`config.mk`:
```
export PLATFORM = sky130hd
export DESIGN_NAME = fpp_ctrl
export DESIGN_NICKNAME = d
export VERILOG_FILES = /design/src/hw/fpp_pkg.sv /design/src/hw/fpp_ctrl.sv
export SDC_FILE = /design/constraint.sdc
export NUM_CORES = 2
export LEC_CHECK = 0
export BUFFER_PORTS_ARGS = -buffer_cell sky130_fd_sc_hd__buf_2
export CORE_ASPECT_RATIO = 1.5
export CORE_MARGIN = 2
export CORE_UTILIZATION = 61
export CTS_CLUSTER_SIZE = 10
export DETAILED_ROUTE_END_ITERATION = 8
export GPL_TIMING_DRIVEN = 0
export PLACE_DENSITY = 0.81
export SLEW_MARGIN = 20
export SYNTH_ARGS = -nofsm -noshare
export SYNTH_HDL_FRONTEND = slang
export SYNTH_SLANG_ARGS = --single-unit
export TNS_END_PERCENT = 100
```
`constraint.sdc`:
```
create_clock -name clk -period 3.4 [get_ports clk]
set_input_delay 0.34 -clock clk [delete_from_list [all_inputs] [get_ports clk]]
set_output_delay 0.34 -clock clk [all_outputs]
set_load 0.02 [all_outputs]
```
`src/hw/fpp_pkg.sv`:
```
// Purpose: Shared constants for the flash program/protect controller
// Assumes: 96 KB main array, 1 KB erase pages, 2 KB protection units
// Notes:   Offsets are byte addresses on the register port

package fpp_pkg;
    // ----------------------------------------------------------------
    // Register offsets
    // ----------------------------------------------------------------
    localparam logic [11:0] OFF_ADDR = 12'h000;
    localparam logic [11:0] OFF_DATA = 12'h004;
    localparam logic [11:0] OFF_CTRL = 12'h008;
    localparam logic [11:0] OFF_RAW = 12'h00c;
    localparam logic [11:0] OFF_MASK = 12'h010;
    localparam logic [11:0] OFF_MISC = 12'h014;
    localparam logic [11:0] OFF_READ0_ALT = 12'h130;
    localparam logic [11:0] OFF_PROG0_ALT = 12'h134;
    localparam logic [11:0] OFF_USEC = 12'h140;
    localparam logic [11:0] OFF_DBG = 12'h1d0;
    localparam logic [11:0] OFF_USER0 = 12'h1e0;
    localparam logic [11:0] OFF_USER1 = 12'h1e4;
    localparam logic [11:0] OFF_READ_BASE = 12'h200;
    localparam logic [11:0] OFF_PROG_BASE = 12'h400;

    // ----------------------------------------------------------------
    // Control word fields
    // ----------------------------------------------------------------
    localparam logic [15:0] WRITE_KEY = 16'ha442;
    localparam int KEY_LSB = 16;
    localparam int OP_WRITE = 0;
    localparam int OP_ERASE = 1;
    localparam int OP_MASS = 2;
    localparam int OP_COMMIT = 3;
    localparam int NOT_WRITTEN_BIT = 31;

    // ----------------------------------------------------------------
    // Nonvolatile word indices: 0-3 read permit, 4-7 program permit
    // ----------------------------------------------------------------
    localparam logic [3:0] IDX_PROG_BASE = 4'h4;
    localparam logic [3:0] IDX_USER0 = 4'h8;
    localparam logic [3:0] IDX_USER1 = 4'h9;
    localparam logic [3:0] IDX_DBG = 4'ha;
    localparam logic [3:0] IDX_NONE = 4'hf;
    localparam int NV_WORDS = 11;

    // Commit address codes
    localparam logic [31:0] CODE_READ1 = 32'h0000_0002;
    localparam logic [31:0] CODE_READ2 = 32'h0000_0004;
    localparam logic [31:0] CODE_READ3 = 32'h0000_0008;
    localparam logic [31:0] CODE_READ0 = 32'h0000_0000;
    localparam logic [31:0] CODE_PROG0 = 32'h0000_0001;
    localparam logic [31:0] CODE_PROG1 = 32'h0000_0003;
    localparam logic [31:0] CODE_PROG2 = 32'h0000_0005;
    localparam logic [31:0] CODE_PROG3 = 32'h0000_0007;
    localparam logic [31:0] CODE_USER0 = 32'h8000_0000;
    localparam logic [31:0] CODE_USER1 = 32'h8000_0001;
    localparam logic [31:0] CODE_DBG = 32'h7510_0000;

    // ----------------------------------------------------------------
    // Reset and factory values
    // ----------------------------------------------------------------
    localparam logic [31:0] RST_PERMIT_LO = 32'hffff_ffff;
    localparam logic [31:0] RST_PERMIT_HI = 32'h0000_ffff;
    localparam logic [31:0] RST_PERMIT_NONE = 32'h0000_0000;
    localparam logic [31:0] RST_USER = 32'hffff_ffff;
    localparam logic [31:0] RST_DBG = 32'hffff_fffe;
    localparam logic [7:0] RST_USEC_RELOAD = 8'h18;

    // ----------------------------------------------------------------
    // Operation times, in microsecond ticks
    // ----------------------------------------------------------------
    localparam int PROG_TIME_US = 50;
    localparam int PAGE_ERASE_TIME_US = 20000;
    localparam int MASS_ERASE_TIME_US = 200000;
    localparam int COMMIT_TIME_US = 50;
endpackage : fpp_pkg

```
`src/hw/fpp_ctrl.sv`:
```
// Purpose: Flash sequencer with block program/read protection
// Assumes: Array and nonvolatile store answer reads in the strobe cycle
// Notes:   One clock, asynchronous active-low reset

`timescale 1ns/1ps
`default_nettype none

module fpp_ctrl #(
    parameter int PROG_US = fpp_pkg::PROG_TIME_US,
    parameter int PAGE_ERASE_US = fpp_pkg::PAGE_ERASE_TIME_US,
    parameter int MASS_ERASE_US = fpp_pkg::MASS_ERASE_TIME_US,
    parameter int COMMIT_US = fpp_pkg::COMMIT_TIME_US
) (
    // Clock and reset
    input wire logic clk,
    input wire logic rst_b,
    // Register port
    input wire logic [11:0] reg_addr,
    input wire logic [31:0] reg_wdata,
    input wire logic reg_wr,
    input wire logic reg_rd,
    output logic [31:0] reg_rdata,
    // Processor read/fetch port
    input wire logic acc_req,
    input wire logic acc_fetch,
    input wire logic [16:0] acc_addr,
    output logic acc_ack,
    output logic acc_denied,
    output logic [31:0] acc_rdata,
    // Main array
    output logic [16:0] fl_addr,
    output logic [31:0] fl_wdata,
    output logic fl_rd,
    output logic fl_prog,
    output logic fl_erase,
    output logic fl_mass,
    input wire logic [31:0] fl_rdata,
    // Nonvolatile word store
    output logic [3:0] nv_sel,
    output logic nv_rd,
    output logic nv_wr,
    output logic [31:0] nv_wdata,
    input wire logic [31:0] nv_rdata,
    // Factory restore and interrupt
    input wire logic restore_req,
    output logic restore_busy,
    output logic ctrl_irq
);
    typedef enum logic [2:0] {S_LOAD, S_IDLE, S_PROG, S_NV, S_PULSE, S_RESTORE} fpp_state_t;

    // ----------------------------------------------------------------
    // Functions
    // ----------------------------------------------------------------
    // Live word index behind a register offset
    function automatic logic [3:0] reg_index(input logic [11:0] a);
        logic [3:0] r;
        r = fpp_pkg::IDX_NONE;
        if (a == fpp_pkg::OFF_READ0_ALT)
            r = 4'h0;
        else if (a == fpp_pkg::OFF_PROG0_ALT)
            r = fpp_pkg::IDX_PROG_BASE;
        else if (a == fpp_pkg::OFF_DBG)
            r = fpp_pkg::IDX_DBG;
        else if (a == fpp_pkg::OFF_USER0)
            r = fpp_pkg::IDX_USER0;
        else if (a == fpp_pkg::OFF_USER1)
            r = fpp_pkg::IDX_USER1;
        else if (a[11:4] == fpp_pkg::OFF_READ_BASE[11:4] && a[1:0] == 2'h0)
            r = {2'h0, a[3:2]};
        else if (a[11:4] == fpp_pkg::OFF_PROG_BASE[11:4] && a[1:0] == 2'h0)
            r = {2'h1, a[3:2]};
        return r;
    endfunction : reg_index

    // Permit bit of the 2 KB unit holding an address
    function automatic logic permit(input logic [31:0] lo, input logic [31:0] hi, input logic [16:0] a);
        return a[16] ? hi[a[15:11]] : lo[a[15:11]];
    endfunction : permit

    // Factory value of a nonvolatile word
    function automatic logic [31:0] factory(input logic [3:0] i);
        logic [31:0] v;
        v = fpp_pkg::RST_PERMIT_NONE;
        if (i == 4'h0 || i == fpp_pkg::IDX_PROG_BASE)
            v = fpp_pkg::RST_PERMIT_LO;
        else if (i == 4'h1 || i == 4'h5)
            v = fpp_pkg::RST_PERMIT_HI;
        else if (i == fpp_pkg::IDX_USER0 || i == fpp_pkg::IDX_USER1)
            v = fpp_pkg::RST_USER;
        else if (i == fpp_pkg::IDX_DBG)
            v = fpp_pkg::RST_DBG;
        return v;
    endfunction : factory

    // Commit address code to word index
    function automatic logic [3:0] commit_index(input logic [31:0] c);
        logic [3:0] r;
        unique case (c)
            fpp_pkg::CODE_READ0: r = 4'h0;
            fpp_pkg::CODE_READ1: r = 4'h1;
            fpp_pkg::CODE_READ2: r = 4'h2;
            fpp_pkg::CODE_READ3: r = 4'h3;
            fpp_pkg::CODE_PROG0: r = 4'h4;
            fpp_pkg::CODE_PROG1: r = 4'h5;
            fpp_pkg::CODE_PROG2: r = 4'h6;
            fpp_pkg::CODE_PROG3: r = 4'h7;
            fpp_pkg::CODE_USER0: r = fpp_pkg::IDX_USER0;
            fpp_pkg::CODE_USER1: r = fpp_pkg::IDX_USER1;
            fpp_pkg::CODE_DBG: r = fpp_pkg::IDX_DBG;
            default: r = fpp_pkg::IDX_NONE;
        endcase
        return r;
    endfunction : commit_index

    // ----------------------------------------------------------------
    // State
    // ----------------------------------------------------------------
    fpp_state_t st_r;
    logic [31:0] live_r [0:fpp_pkg::NV_WORDS-1];
    logic [31:0] addr_r;
    logic [31:0] data_r;
    logic [3:0] op_r;
    logic [7:0] usec_r;
    logic [7:0] us_cnt_r;
    logic tick_r;
    logic raw_r;
    logic mask_r;
    logic done_r;
    logic viol_r;
    logic acc_busy_r;
    logic rst_pend_r;
    logic [17:0] cnt_r;
    logic [3:0] ci_r;
    logic [3:0] wi;
    logic [3:0] ri;
    logic load_we;
    logic pe_ok;
    logic rd_ok;

    assign wi = reg_index(reg_addr);
    assign ri = reg_index(reg_addr);
    assign load_we = (st_r == S_LOAD) && nv_rd;
    // Live words steer protection at once
    assign pe_ok = permit(live_r[4], live_r[5], addr_r[16:0]);
    assign rd_ok = permit(live_r[0], live_r[1], acc_addr);

    // ----------------------------------------------------------------
    // Microsecond tick
    // ----------------------------------------------------------------
    always_ff @(posedge clk or negedge rst_b)
    begin
        if (!rst_b)
        begin
            us_cnt_r <= 8'h00;
            tick_r <= 1'b0;
        end
        else if (us_cnt_r == 8'h00)
        begin
            us_cnt_r <= usec_r;
            tick_r <= 1'b1;
        end
        else
        begin
            us_cnt_r <= us_cnt_r - 8'h01;
            tick_r <= 1'b0;
        end
    end

    // ----------------------------------------------------------------
    // Registers
    // ----------------------------------------------------------------
    always_ff @(posedge clk or negedge rst_b)
    begin
        if (!rst_b)
        begin
            for (int i = 0; i < fpp_pkg::NV_WORDS; i++)
                live_r[i] <= factory(4'(i));
            addr_r <= 32'h0000_0000;
            data_r <= 32'h0000_0000;
            op_r <= 4'h0;
            usec_r <= fpp_pkg::RST_USEC_RELOAD;
            mask_r <= 1'b0;
        end
        else
        begin
            if (load_we)
                live_r[nv_sel] <= nv_rdata;
            else if (reg_wr && wi != fpp_pkg::IDX_NONE)
                live_r[wi] <= reg_wdata;
            if (done_r)
                op_r <= 4'h0;
            else if (reg_wr && reg_addr == fpp_pkg::OFF_CTRL && op_r == 4'h0 && st_r == S_IDLE
                     && reg_wdata[31:fpp_pkg::KEY_LSB] == fpp_pkg::WRITE_KEY)
                op_r <= reg_wdata[3:0];
            if (reg_wr && reg_addr == fpp_pkg::OFF_ADDR)
                addr_r <= reg_wdata;
            if (reg_wr && reg_addr == fpp_pkg::OFF_DATA)
                data_r <= reg_wdata;
            if (reg_wr && reg_addr == fpp_pkg::OFF_USEC)
                usec_r <= reg_wdata[7:0];
            if (reg_wr && reg_addr == fpp_pkg::OFF_MASK)
                mask_r <= reg_wdata[0];
        end
    end

    // Violation flag: a new event wins over a clear
    always_ff @(posedge clk or negedge rst_b)
    begin
        if (!rst_b)
        begin
            raw_r <= 1'b0;
            ctrl_irq <= 1'b0;
        end
        else
        begin
            if (viol_r)
                raw_r <= 1'b1;
            else if (reg_wr && reg_addr == fpp_pkg::OFF_MISC && reg_wdata[0])
                raw_r <= 1'b0;
            ctrl_irq <= raw_r & mask_r;
        end
    end

    always_ff @(posedge clk or negedge rst_b)
    begin
        if (!rst_b)
            reg_rdata <= 32'h0000_0000;
        else if (reg_rd)
        begin
            if (ri != fpp_pkg::IDX_NONE)
                reg_rdata <= live_r[ri];
            else if (reg_addr == fpp_pkg::OFF_ADDR)
                reg_rdata <= {15'h0000, addr_r[16:0]};
            else if (reg_addr == fpp_pkg::OFF_DATA)
                reg_rdata <= data_r;
            else if (reg_addr == fpp_pkg::OFF_CTRL)
                reg_rdata <= {28'h000_0000, op_r};
            else if (reg_addr == fpp_pkg::OFF_RAW)
                reg_rdata <= {31'h0000_0000, raw_r};
            else if (reg_addr == fpp_pkg::OFF_MASK)
                reg_rdata <= {31'h0000_0000, mask_r};
            else if (reg_addr == fpp_pkg::OFF_MISC)
                reg_rdata <= {31'h0000_0000, raw_r & mask_r};
            else if (reg_addr == fpp_pkg::OFF_USEC)
                reg_rdata <= {24'h00_0000, usec_r};
            else
                reg_rdata <= 32'h0000_0000;
        end
        else
            reg_rdata <= 32'h0000_0000;
    end

    // ----------------------------------------------------------------
    // Sequencer and array/store ports
    // ----------------------------------------------------------------
    always_ff @(posedge clk or negedge rst_b)
    begin
        if (!rst_b)
        begin
            st_r <= S_LOAD;
            fl_addr <= 17'h0_0000;
            fl_wdata <= 32'h0000_0000;
            fl_rd <= 1'b0;
            fl_prog <= 1'b0;
            fl_erase <= 1'b0;
            fl_mass <= 1'b0;
            nv_sel <= 4'h0;
            nv_rd <= 1'b0;
            nv_wr <= 1'b0;
            nv_wdata <= 32'h0000_0000;
            acc_ack <= 1'b0;
            acc_denied <= 1'b0;
            acc_rdata <= 32'h0000_0000;
            acc_busy_r <= 1'b0;
            restore_busy <= 1'b0;
            rst_pend_r <= 1'b0;
            done_r <= 1'b0;
            viol_r <= 1'b0;
            cnt_r <= 18'h0_0000;
            ci_r <= 4'h0;
        end
        else
        begin
            done_r <= 1'b0;
            viol_r <= 1'b0;
            fl_rd <= 1'b0;
            nv_rd <= 1'b0;
            acc_ack <= 1'b0;
            acc_denied <= 1'b0;
            if (restore_req)
                rst_pend_r <= 1'b1;
            if (acc_busy_r && fl_rd)
            begin
                acc_ack <= 1'b1;
                acc_rdata <= fl_rdata;
            end
            if (acc_ack)
                acc_busy_r <= 1'b0;
            unique case (st_r)
                S_LOAD:
                begin
                    nv_rd <= 1'b1;
                    if (nv_rd)
                    begin
                        if (nv_sel == fpp_pkg::IDX_DBG)
                        begin
                            nv_rd <= 1'b0;
                            nv_sel <= 4'h0;
                            st_r <= S_IDLE;
                        end
                        else
                            nv_sel <= nv_sel + 4'h1;
                    end
                end
                S_IDLE:
                begin
                    if (acc_req && !acc_busy_r && !acc_ack)
                    begin
                        if (!acc_fetch && !rd_ok)
                        begin
                            acc_ack <= 1'b1;
                            acc_denied <= 1'b1;
                            acc_rdata <= 32'h0000_0000;
                            viol_r <= 1'b1;
                        end
                        else
                        begin
                            acc_busy_r <= 1'b1;
                            fl_rd <= 1'b1;
                            fl_addr <= acc_addr;
                        end
                    end
                    else if (!acc_busy_r && rst_pend_r)
                    begin
                        rst_pend_r <= 1'b0;
                        restore_busy <= 1'b1;
                        fl_mass <= 1'b1;
                        cnt_r <= 18'(MASS_ERASE_US);
                        st_r <= S_PULSE;
                    end
                    else if (!acc_busy_r && op_r != 4'h0 && !done_r)
                    begin
                        if (op_r[fpp_pkg::OP_WRITE] || op_r[fpp_pkg::OP_ERASE])
                        begin
                            if (!pe_ok)
                            begin
                                done_r <= 1'b1;
                                viol_r <= 1'b1;
                            end
                            else if (op_r[fpp_pkg::OP_WRITE])
                            begin
                                fl_rd <= 1'b1;
                                fl_addr <= {addr_r[16:2], 2'b00};
                                st_r <= S_PROG;
                            end
                            else
                            begin
                                fl_erase <= 1'b1;
                                fl_addr <= {addr_r[16:10], 10'h000};
                                cnt_r <= 18'(PAGE_ERASE_US);
                                st_r <= S_PULSE;
                            end
                        end
                        else if (op_r[fpp_pkg::OP_MASS])
                        begin
                            fl_mass <= 1'b1;
                            cnt_r <= 18'(MASS_ERASE_US);
                            st_r <= S_PULSE;
                        end
                        else if (commit_index(addr_r) == fpp_pkg::IDX_NONE)
                            done_r <= 1'b1;
                        else
                        begin
                            ci_r <= commit_index(addr_r);
                            nv_sel <= commit_index(addr_r);
                            nv_rd <= 1'b1;
                            st_r <= S_NV;
                        end
                    end
                end
                S_PROG:
                begin
                    fl_wdata <= fl_rdata & data_r;
                    fl_prog <= 1'b1;
                    cnt_r <= 18'(PROG_US);
                    st_r <= S_PULSE;
                end
                S_NV:
                begin
                    if (ci_r >= fpp_pkg::IDX_USER0 && !nv_rdata[fpp_pkg::NOT_WRITTEN_BIT])
                    begin
                        done_r <= 1'b1;
                        st_r <= S_IDLE;
                    end
                    else
                    begin
                        nv_wr <= 1'b1;
                        if (ci_r == fpp_pkg::IDX_DBG)
                            nv_wdata <= data_r & nv_rdata & 32'h7fff_ffff;
                        else if (ci_r >= fpp_pkg::IDX_USER0)
                            nv_wdata <= live_r[ci_r] & nv_rdata & 32'h7fff_ffff;
                        else
                            nv_wdata <= live_r[ci_r] & nv_rdata;
                        cnt_r <= 18'(COMMIT_US);
                        st_r <= S_PULSE;
                    end
                end
                S_PULSE:
                begin
                    if (tick_r)
                        cnt_r <= cnt_r - 18'h0_0001;
                    if (tick_r && cnt_r == 18'h0_0001)
                    begin
                        fl_prog <= 1'b0;
                        fl_erase <= 1'b0;
                        fl_mass <= 1'b0;
                        nv_wr <= 1'b0;
                        if (!restore_busy)
                        begin
                            done_r <= 1'b1;
                            st_r <= S_IDLE;
                        end
                        else if (fl_mass)
                        begin
                            nv_sel <= 4'h0;
                            st_r <= S_RESTORE;
                        end
                        else if (nv_sel == fpp_pkg::IDX_DBG)
                        begin
                            restore_busy <= 1'b0;
                            nv_sel <= 4'h0;
                            st_r <= S_LOAD;
                        end
                        else
                        begin
                            nv_sel <= nv_sel + 4'h1;
                            st_r <= S_RESTORE;
                        end
                    end
                end
                S_RESTORE:
                begin
                    nv_wdata <= factory(nv_sel);
                    nv_wr <= 1'b1;
                    cnt_r <= 18'(COMMIT_US);
                    st_r <= S_PULSE;
                end
            endcase
        end
    end
endmodule : fpp_ctrl

`default_nettype wire

```
======== After elaboration in Yosys (flattened, before gate mapping) ========
Index checks and enable logic that the tools add are counted.
operators by class
  $add $sub $neg .......................... 3
  $lt $le $gt $ge ......................... 8
  equal/unequal tests ..................... 64
  mux-type cells .......................... 181
  bitwise operators ....................... 12
  reductions and logical operators ........ 67
operators with widths
  kind                  count
  $bwmux 352            2
  $mux 352              2
  $mux 32               21
  $bmux 32 s4           2
  $demux 32 s4          2
  $mux 18               9
  $mux 4                26
  $mux 17               6
  $eq 32x3->1 const B   3
  $mux 1                73
  $eq 12x9->1 const B   6
  $pmux 18 s4           1
  $and 32x32->32        2
  $eq 32x2->1 const B   2
  $eq 32x32->1 const B  2
  $pmux 32 s2           1
  $mux 8                6
  $mux 3                15
  $pmux 4 s11           1
  $eq 32x1->1 const B   1
  $eq 32x31->1 const B  1
  $eq 32x4->1 const B   1
  $logic_not 32->1      1
  $and 31x31->31        1
  other kinds (56)      148
storage, ports and cells
  register bits after elaboration ......... 627
  output and inout bits ................... 159
  logic and storage cells ................. 377

======== Longest topological paths before layout ========
  depth after elaboration ................. 17
  gate-level depth with buffers ........... 13

======== Least setup slack after synthesis ========
Ideal clock, no wire load.
  kind .................................... in2reg
  from .................................... in acc_addr[11]
  to ...................................... reg fl_addr[10]
  setup time .............................. 0.125 ns
  arrival time ............................ 2.843 ns
  required time ........................... 3.275 ns
  setup slack ............................. 0.433 ns
  cell stages on the path ................. 11
  path buffers ............................ 3
  cells stage by stage .................... buf_4 -> mux4_2 -> mux2_2 -> a2111oi_2 -> o21a_1 -> a221oi_1 -> nand4_1 -> and2_1 -> buf_2 -> buf_4 -> mux2_2
between the ends
  word-level cells in the longest chain between the ends .. 7
  elaborated cells between the ends (all ways) .. 9
ends and longest elaborated chain
  element                         line             RTL
  from (decl)                     fpp_ctrl.sv:26   input wire logic [16:0] acc_addr,
  $bmux 1 s5                      fpp_ctrl.sv:77   return a[16] ? hi[a[15:11]] : lo[a[15:11]];
  $mux 1 (implied by the code)    fpp_ctrl.sv:77
  $mux 1 (*)                      fpp_ctrl.sv:77
  $logic_not 1->1 (*)             fpp_ctrl.sv:319  if (!acc_fetch && !rd_ok)
  $logic_and 1x1->1 (*)           fpp_ctrl.sv:319
  $ne 2x2->1 (no line) (*)        n/a
  $reduce_and 6->1 (no line) (*)  n/a
  to (signal assigned)            fpp_ctrl.sv:330  fl_addr <= acc_addr;
  to (signal assigned)            fpp_ctrl.sv:353  fl_addr <= {addr_r[16:2], 2'b00};
  to (signal assigned)            fpp_ctrl.sv:359  fl_addr <= {addr_r[16:10], 10'h000};
  to (decl)                       fpp_ctrl.sv:31   output logic [16:0] fl_addr,
Every way passes the cells marked *; elsewhere a longest branch is shown, timed or not. The select of a mux whose other input is x is not followed.
A chain may end at the register's enable or synchronous reset.

======== Worst setup path in the final report ========
  from .................................... in reg_addr[5]
  to ...................................... reg reg_rdata[23]
between the ends
  word-level cells in the longest chain between the ends .. 15
  elaborated cells between the ends (all ways) .. 27
ends and longest elaborated chain
  element                                      line             RTL
  from (decl)                                  fpp_ctrl.sv:18   input wire logic [11:0] reg_addr,
  $eq 8x7->1                                   fpp_ctrl.sv:70   else if (a[11:4] == fpp_pkg::OFF_PROG_BASE[11:4] && a[1:0] == 2'h0)
  $logic_and 1x1->1                            fpp_ctrl.sv:70
  $mux 4                                       fpp_ctrl.sv:70
  $mux 4                                       fpp_ctrl.sv:68   else if (a[11:4] == fpp_pkg::OFF_READ_BASE[11:4] && a[1:0] == 2'h0)
  $mux 4                                       fpp_ctrl.sv:66   else if (a == fpp_pkg::OFF_USER1)
  $mux 4                                       fpp_ctrl.sv:64   else if (a == fpp_pkg::OFF_USER0)
  $mux 4                                       fpp_ctrl.sv:62   else if (a == fpp_pkg::OFF_DBG)
  $mux 4                                       fpp_ctrl.sv:60   else if (a == fpp_pkg::OFF_PROG0_ALT)
  $mux 4                                       fpp_ctrl.sv:58   if (a == fpp_pkg::OFF_READ0_ALT)
  $not 4->5 (implied by the code)              fpp_ctrl.sv:231  reg_rdata <= live_r[ri];
  $bmux 32 s4                                  fpp_ctrl.sv:231
  $mux 32 (implied by the code) (2 in series)  fpp_ctrl.sv:231
  $mux 32 (*)                                  fpp_ctrl.sv:230  if (ri != fpp_pkg::IDX_NONE)
  $mux 32 (*)                                  fpp_ctrl.sv:228  else if (reg_rd)
  to (signal assigned)                         fpp_ctrl.sv:231
  to (signal assigned)                         fpp_ctrl.sv:233  reg_rdata <= {15'h0000, addr_r[16:0]};
  to (signal assigned)                         fpp_ctrl.sv:235  reg_rdata <= data_r;
  to (decl)                                    fpp_ctrl.sv:22   output logic [31:0] reg_rdata,
Marks and branches as above.

==> flow_summary.yaml <==
status:
  status: "finished, violations left"
  violations: "DRC, setup timing"
global_routing:
  grt_overflow: 0
  antenna_found_initial: 10
  grt_pass1_wl_um: 235000
  grt_pass1_vias: 35600
  grt_max_degree: 97
  grt_use_total_pct: 55.2
logic_synthesis:
  synth_fa_ha_area_share_pct: 0.172
  yosys.area_share.simple_pct: 15.2
  synth_seq_area_share_pct: 45.6
  synth_xor_area_share_pct: 0.201
  synth_top_area_share_pct: 31.1
  ys_ff_latch: 627
  syn_nets: 3883
  synth.area.top_cells: "dfrtp_1 (31%), dfstp_2 (15%), mux4_2 (6.1%), nand2_1 (5.5%), a21oi_1 (5.4%)"
  synth_cell_types: 92
  synth-edff-count: 0
  synth_compound_area_share_pct: 22.7
  synthArstFlopShare_pct: 100
  yosys.area.top_type: "dfrtp_1"
  netlist_area_mm2: 0.0349
  synth_area_per_cell_um2: 9.32
  yosys_warnings: 0
  ys.flop_type: "dfrtp_1"
  synth_top_family_by_area: "compound AO/OA/AOI/OAI gates"
  synthMuxAreaShare_pct: 11.9
  syn_inst: 3747
floorplanning:
  ios: 291
  core_area_mm2: 0.0568
  die_x_um: 199
  rows: 107
  die_area_mm2: 0.0592
  floorplan.initialDensity_pct: 61.5
  die_h_um: 297
finish:
  area_growth_syn_to_layout_pct: 16.0
  layout.cells.most_common_list: "nand2_1 (506), nor2_1 (448), dfrtp_1 (434)"
  layout_commonest_cell: "nand2_1"
  fillers: 4450
  num-nets-final: 4285
  stdcell_area_mm2: 0.0405
  drive_gt1_share_pct: 22.3
  final_util_pct: 71.4
setup_path:
  crit_buf_inv: 5
  crit_fanout: 10
  path_cells: "clkbuf_1, nor3_2, and3_1, buf_2, o21a_1, buf_2, o21ai_0, clkbuf_2, buf_2, o221ai_1, a221oi_1"
  arrival_ns: 4.08
  endpoint_kind: "register"
  worstRegToRegCells: 13
  cpPeakStageDelay_ns: 0.66
  crit_family: "compound AO/OA/AOI/OAI gates"
  cpMaxStageDelayCell: "a221oi_1"
  worstPathRequired_ns: 3.88
  cp_common_cell: "buf_2"
  crit_type: "input pin to register"
  cp.depth: 11
  critPathLaunchType: "input pin"
power_and_ir_drop:
  leakagePower_nw: 15.9
  peakVddDrop_mv: 0.466
  p_per_area_mw_per_mm2: 565
placement:
  post_dp_cell_area_mm2: 0.0375
  preCtsSetupSlack_ns: -1.28
  place_hpwl_um: 124000
  gp_congestion: 1.06
  port_buffers: 283
drt:
  drtPass1Iterations: 9
  vias_per_cell: 7.27
  dr.first_iter.drc_count: 4984
  wire_per_inst_um: 32.8
  vias: 36200
  drc_errors: 4
  route.final.wire_length_um: 163000
  final_antenna_net_count: 0
clock_tree:
  clk_latency_ns: 0.65
  clock_sinks: 627
  cts_tree: "done"
  cts_htree_levels: 3
  cts_root_buf: "clkbuf_16"
  cts_inserted_buffers: 73
  cts_buffer_depth: 3
  clk_pin_slew_ns: 0.06
worst_hold_path:
  min_delay_path_depth: 2
  hold_path_class: "input pin to register"
sta:
  finalSetupTns_ns: -1.21
  slew_headroom_pct: 15.9
  drv_slew: 0
  skew_ns: 0.0261
  period_needed_ns: 3.61
  finalSetupViolCount: 27
  hold_viol_final: 0
  tightest_slew_ns: 1.26
  fmax_mhz: 277
  setup_ws_ns: -0.206
  period_share_pct: 106
job:
  drv_cap: 0
sequential cells by signal (all words and copies together), names as in the netlist, 3 cells and up:
name / flops
ci_r: 4
fl_wdata: 32
st_r: 3
addr_r: 32
nv_sel: 4
reg_rdata: 32
usec_r: 8
fl_addr: 17
data_r: 32
cnt_r: 18
live_r: 352
nv_wdata: 32
op_r: 4
us_cnt_r: 8
acc_rdata: 32
cell usage after synthesis, types with 18 or more instances:
master and n:
a32oi_1 35, o22a_1 54, mux2_2 126, and2_1 48
a222oi_1 18, dfrtp_1 434, inv_1 20, nor2_1 454
dfstp_2 193, o21ai_0 269, o221ai_1 101, buf_2 37
clkbuf_1 241, nand2_1 508, a22oi_1 43, a221oi_1 27
nor4_1 23, mux4_2 94, a31oi_1 24, nand3_1 53
buf_1 59, o21a_1 44, a221o_1 32, o2111ai_1 31
o22ai_1 76, mux2i_1 51, nor3_1 73, a21oi_1 376
final cells by class:
type                    count  area, um^2  area share, %
diodes                     12        30.0         0.0741
plain buffers             344        1500           3.71
inverters                  20        75.1          0.185
clock inverters             5        70.1          0.173
repair buffers            330        2030           5.01
clock buffers             131        2110           5.20
well taps                 763         955           2.36
multi-input cells        2753       17800           44.0
flip-flops and latches    627       15900           39.3
where the power goes:
group          total [mW]  switching (mW)  internal [mW]  leakage [nW]
clock network        7.54            3.35           4.20          1.04
registers            9.28           0.814           8.46          7.63
logic                6.06            4.28           1.78          7.26
total                22.9            8.44           14.4          15.9
metrics by stage:
step                      hold slack (ns)  power, mW  instances
final                              0.0288       22.9       4985
after global routing               0.0209       23.5       4980
after CTS                          0.0172       22.4       4969
after detailed placement            0.287       15.0       4800
after global placement              0.412       14.8       4793
after floorplan                    0.0444       12.5       3747
worst reg2reg max path, cell delays in order (launching register included):
cell and delay (ns):
dfrtp_1 0.35, buf_6 0.20, buf_8 0.21, mux2i_1 0.62
mux4_2 0.38, o211ai_1 0.10, o21ai_0 0.18, nor3_4 0.07
buf_12 0.15, nand2_1 0.14, and2_1 0.14, buf_2 0.21
buf_6 0.20, mux2_2 0.36
worst paths after layout:
kind	startpoint	endpoint	slack, ns
hold reg to reg	viol_r	raw_r	0.43
max in group asynchronous	rst_b	live_r[302]	1.12
setup reg to reg	addr_r[12]	fl_addr[9]	-0.03
min in group asynchronous	rst_b	acc_rdata[6]	0.21
setup / recovery	reg_addr[5]	reg_rdata[23]	-0.21
hold / removal	nv_rdata[8]	live_r[40]	0.03
routing by layer:
metal / wire length (um) / GRT usage (%)
met1: 51500 / 61.9
met2: 71000 / 81.3
met4: 18800 / 51.5
met5: 14 / 0.168
met3: 22100 / 19.5
timing repair:
item                                    in CTS  in global routing
buffers inserted                             1                  4
gates resized for setup                     73                 50
pin swaps                                    1                  2
hold buffers                                34                  0
hold endpoints to repair                   106                  0
endpoints found under the setup margin     403                209
cells by family (layout without fill, tap and decap cells):
group,after synthesis,after routing
compound gates,1212,1212
xor+xnor,8,8
fa+ha+maj,5,5
buf+inv,367,830
flops,627,627
mux,280,280
other cells,0,12
simple gates,1248,1248
(Power assumes the default switching activity.)
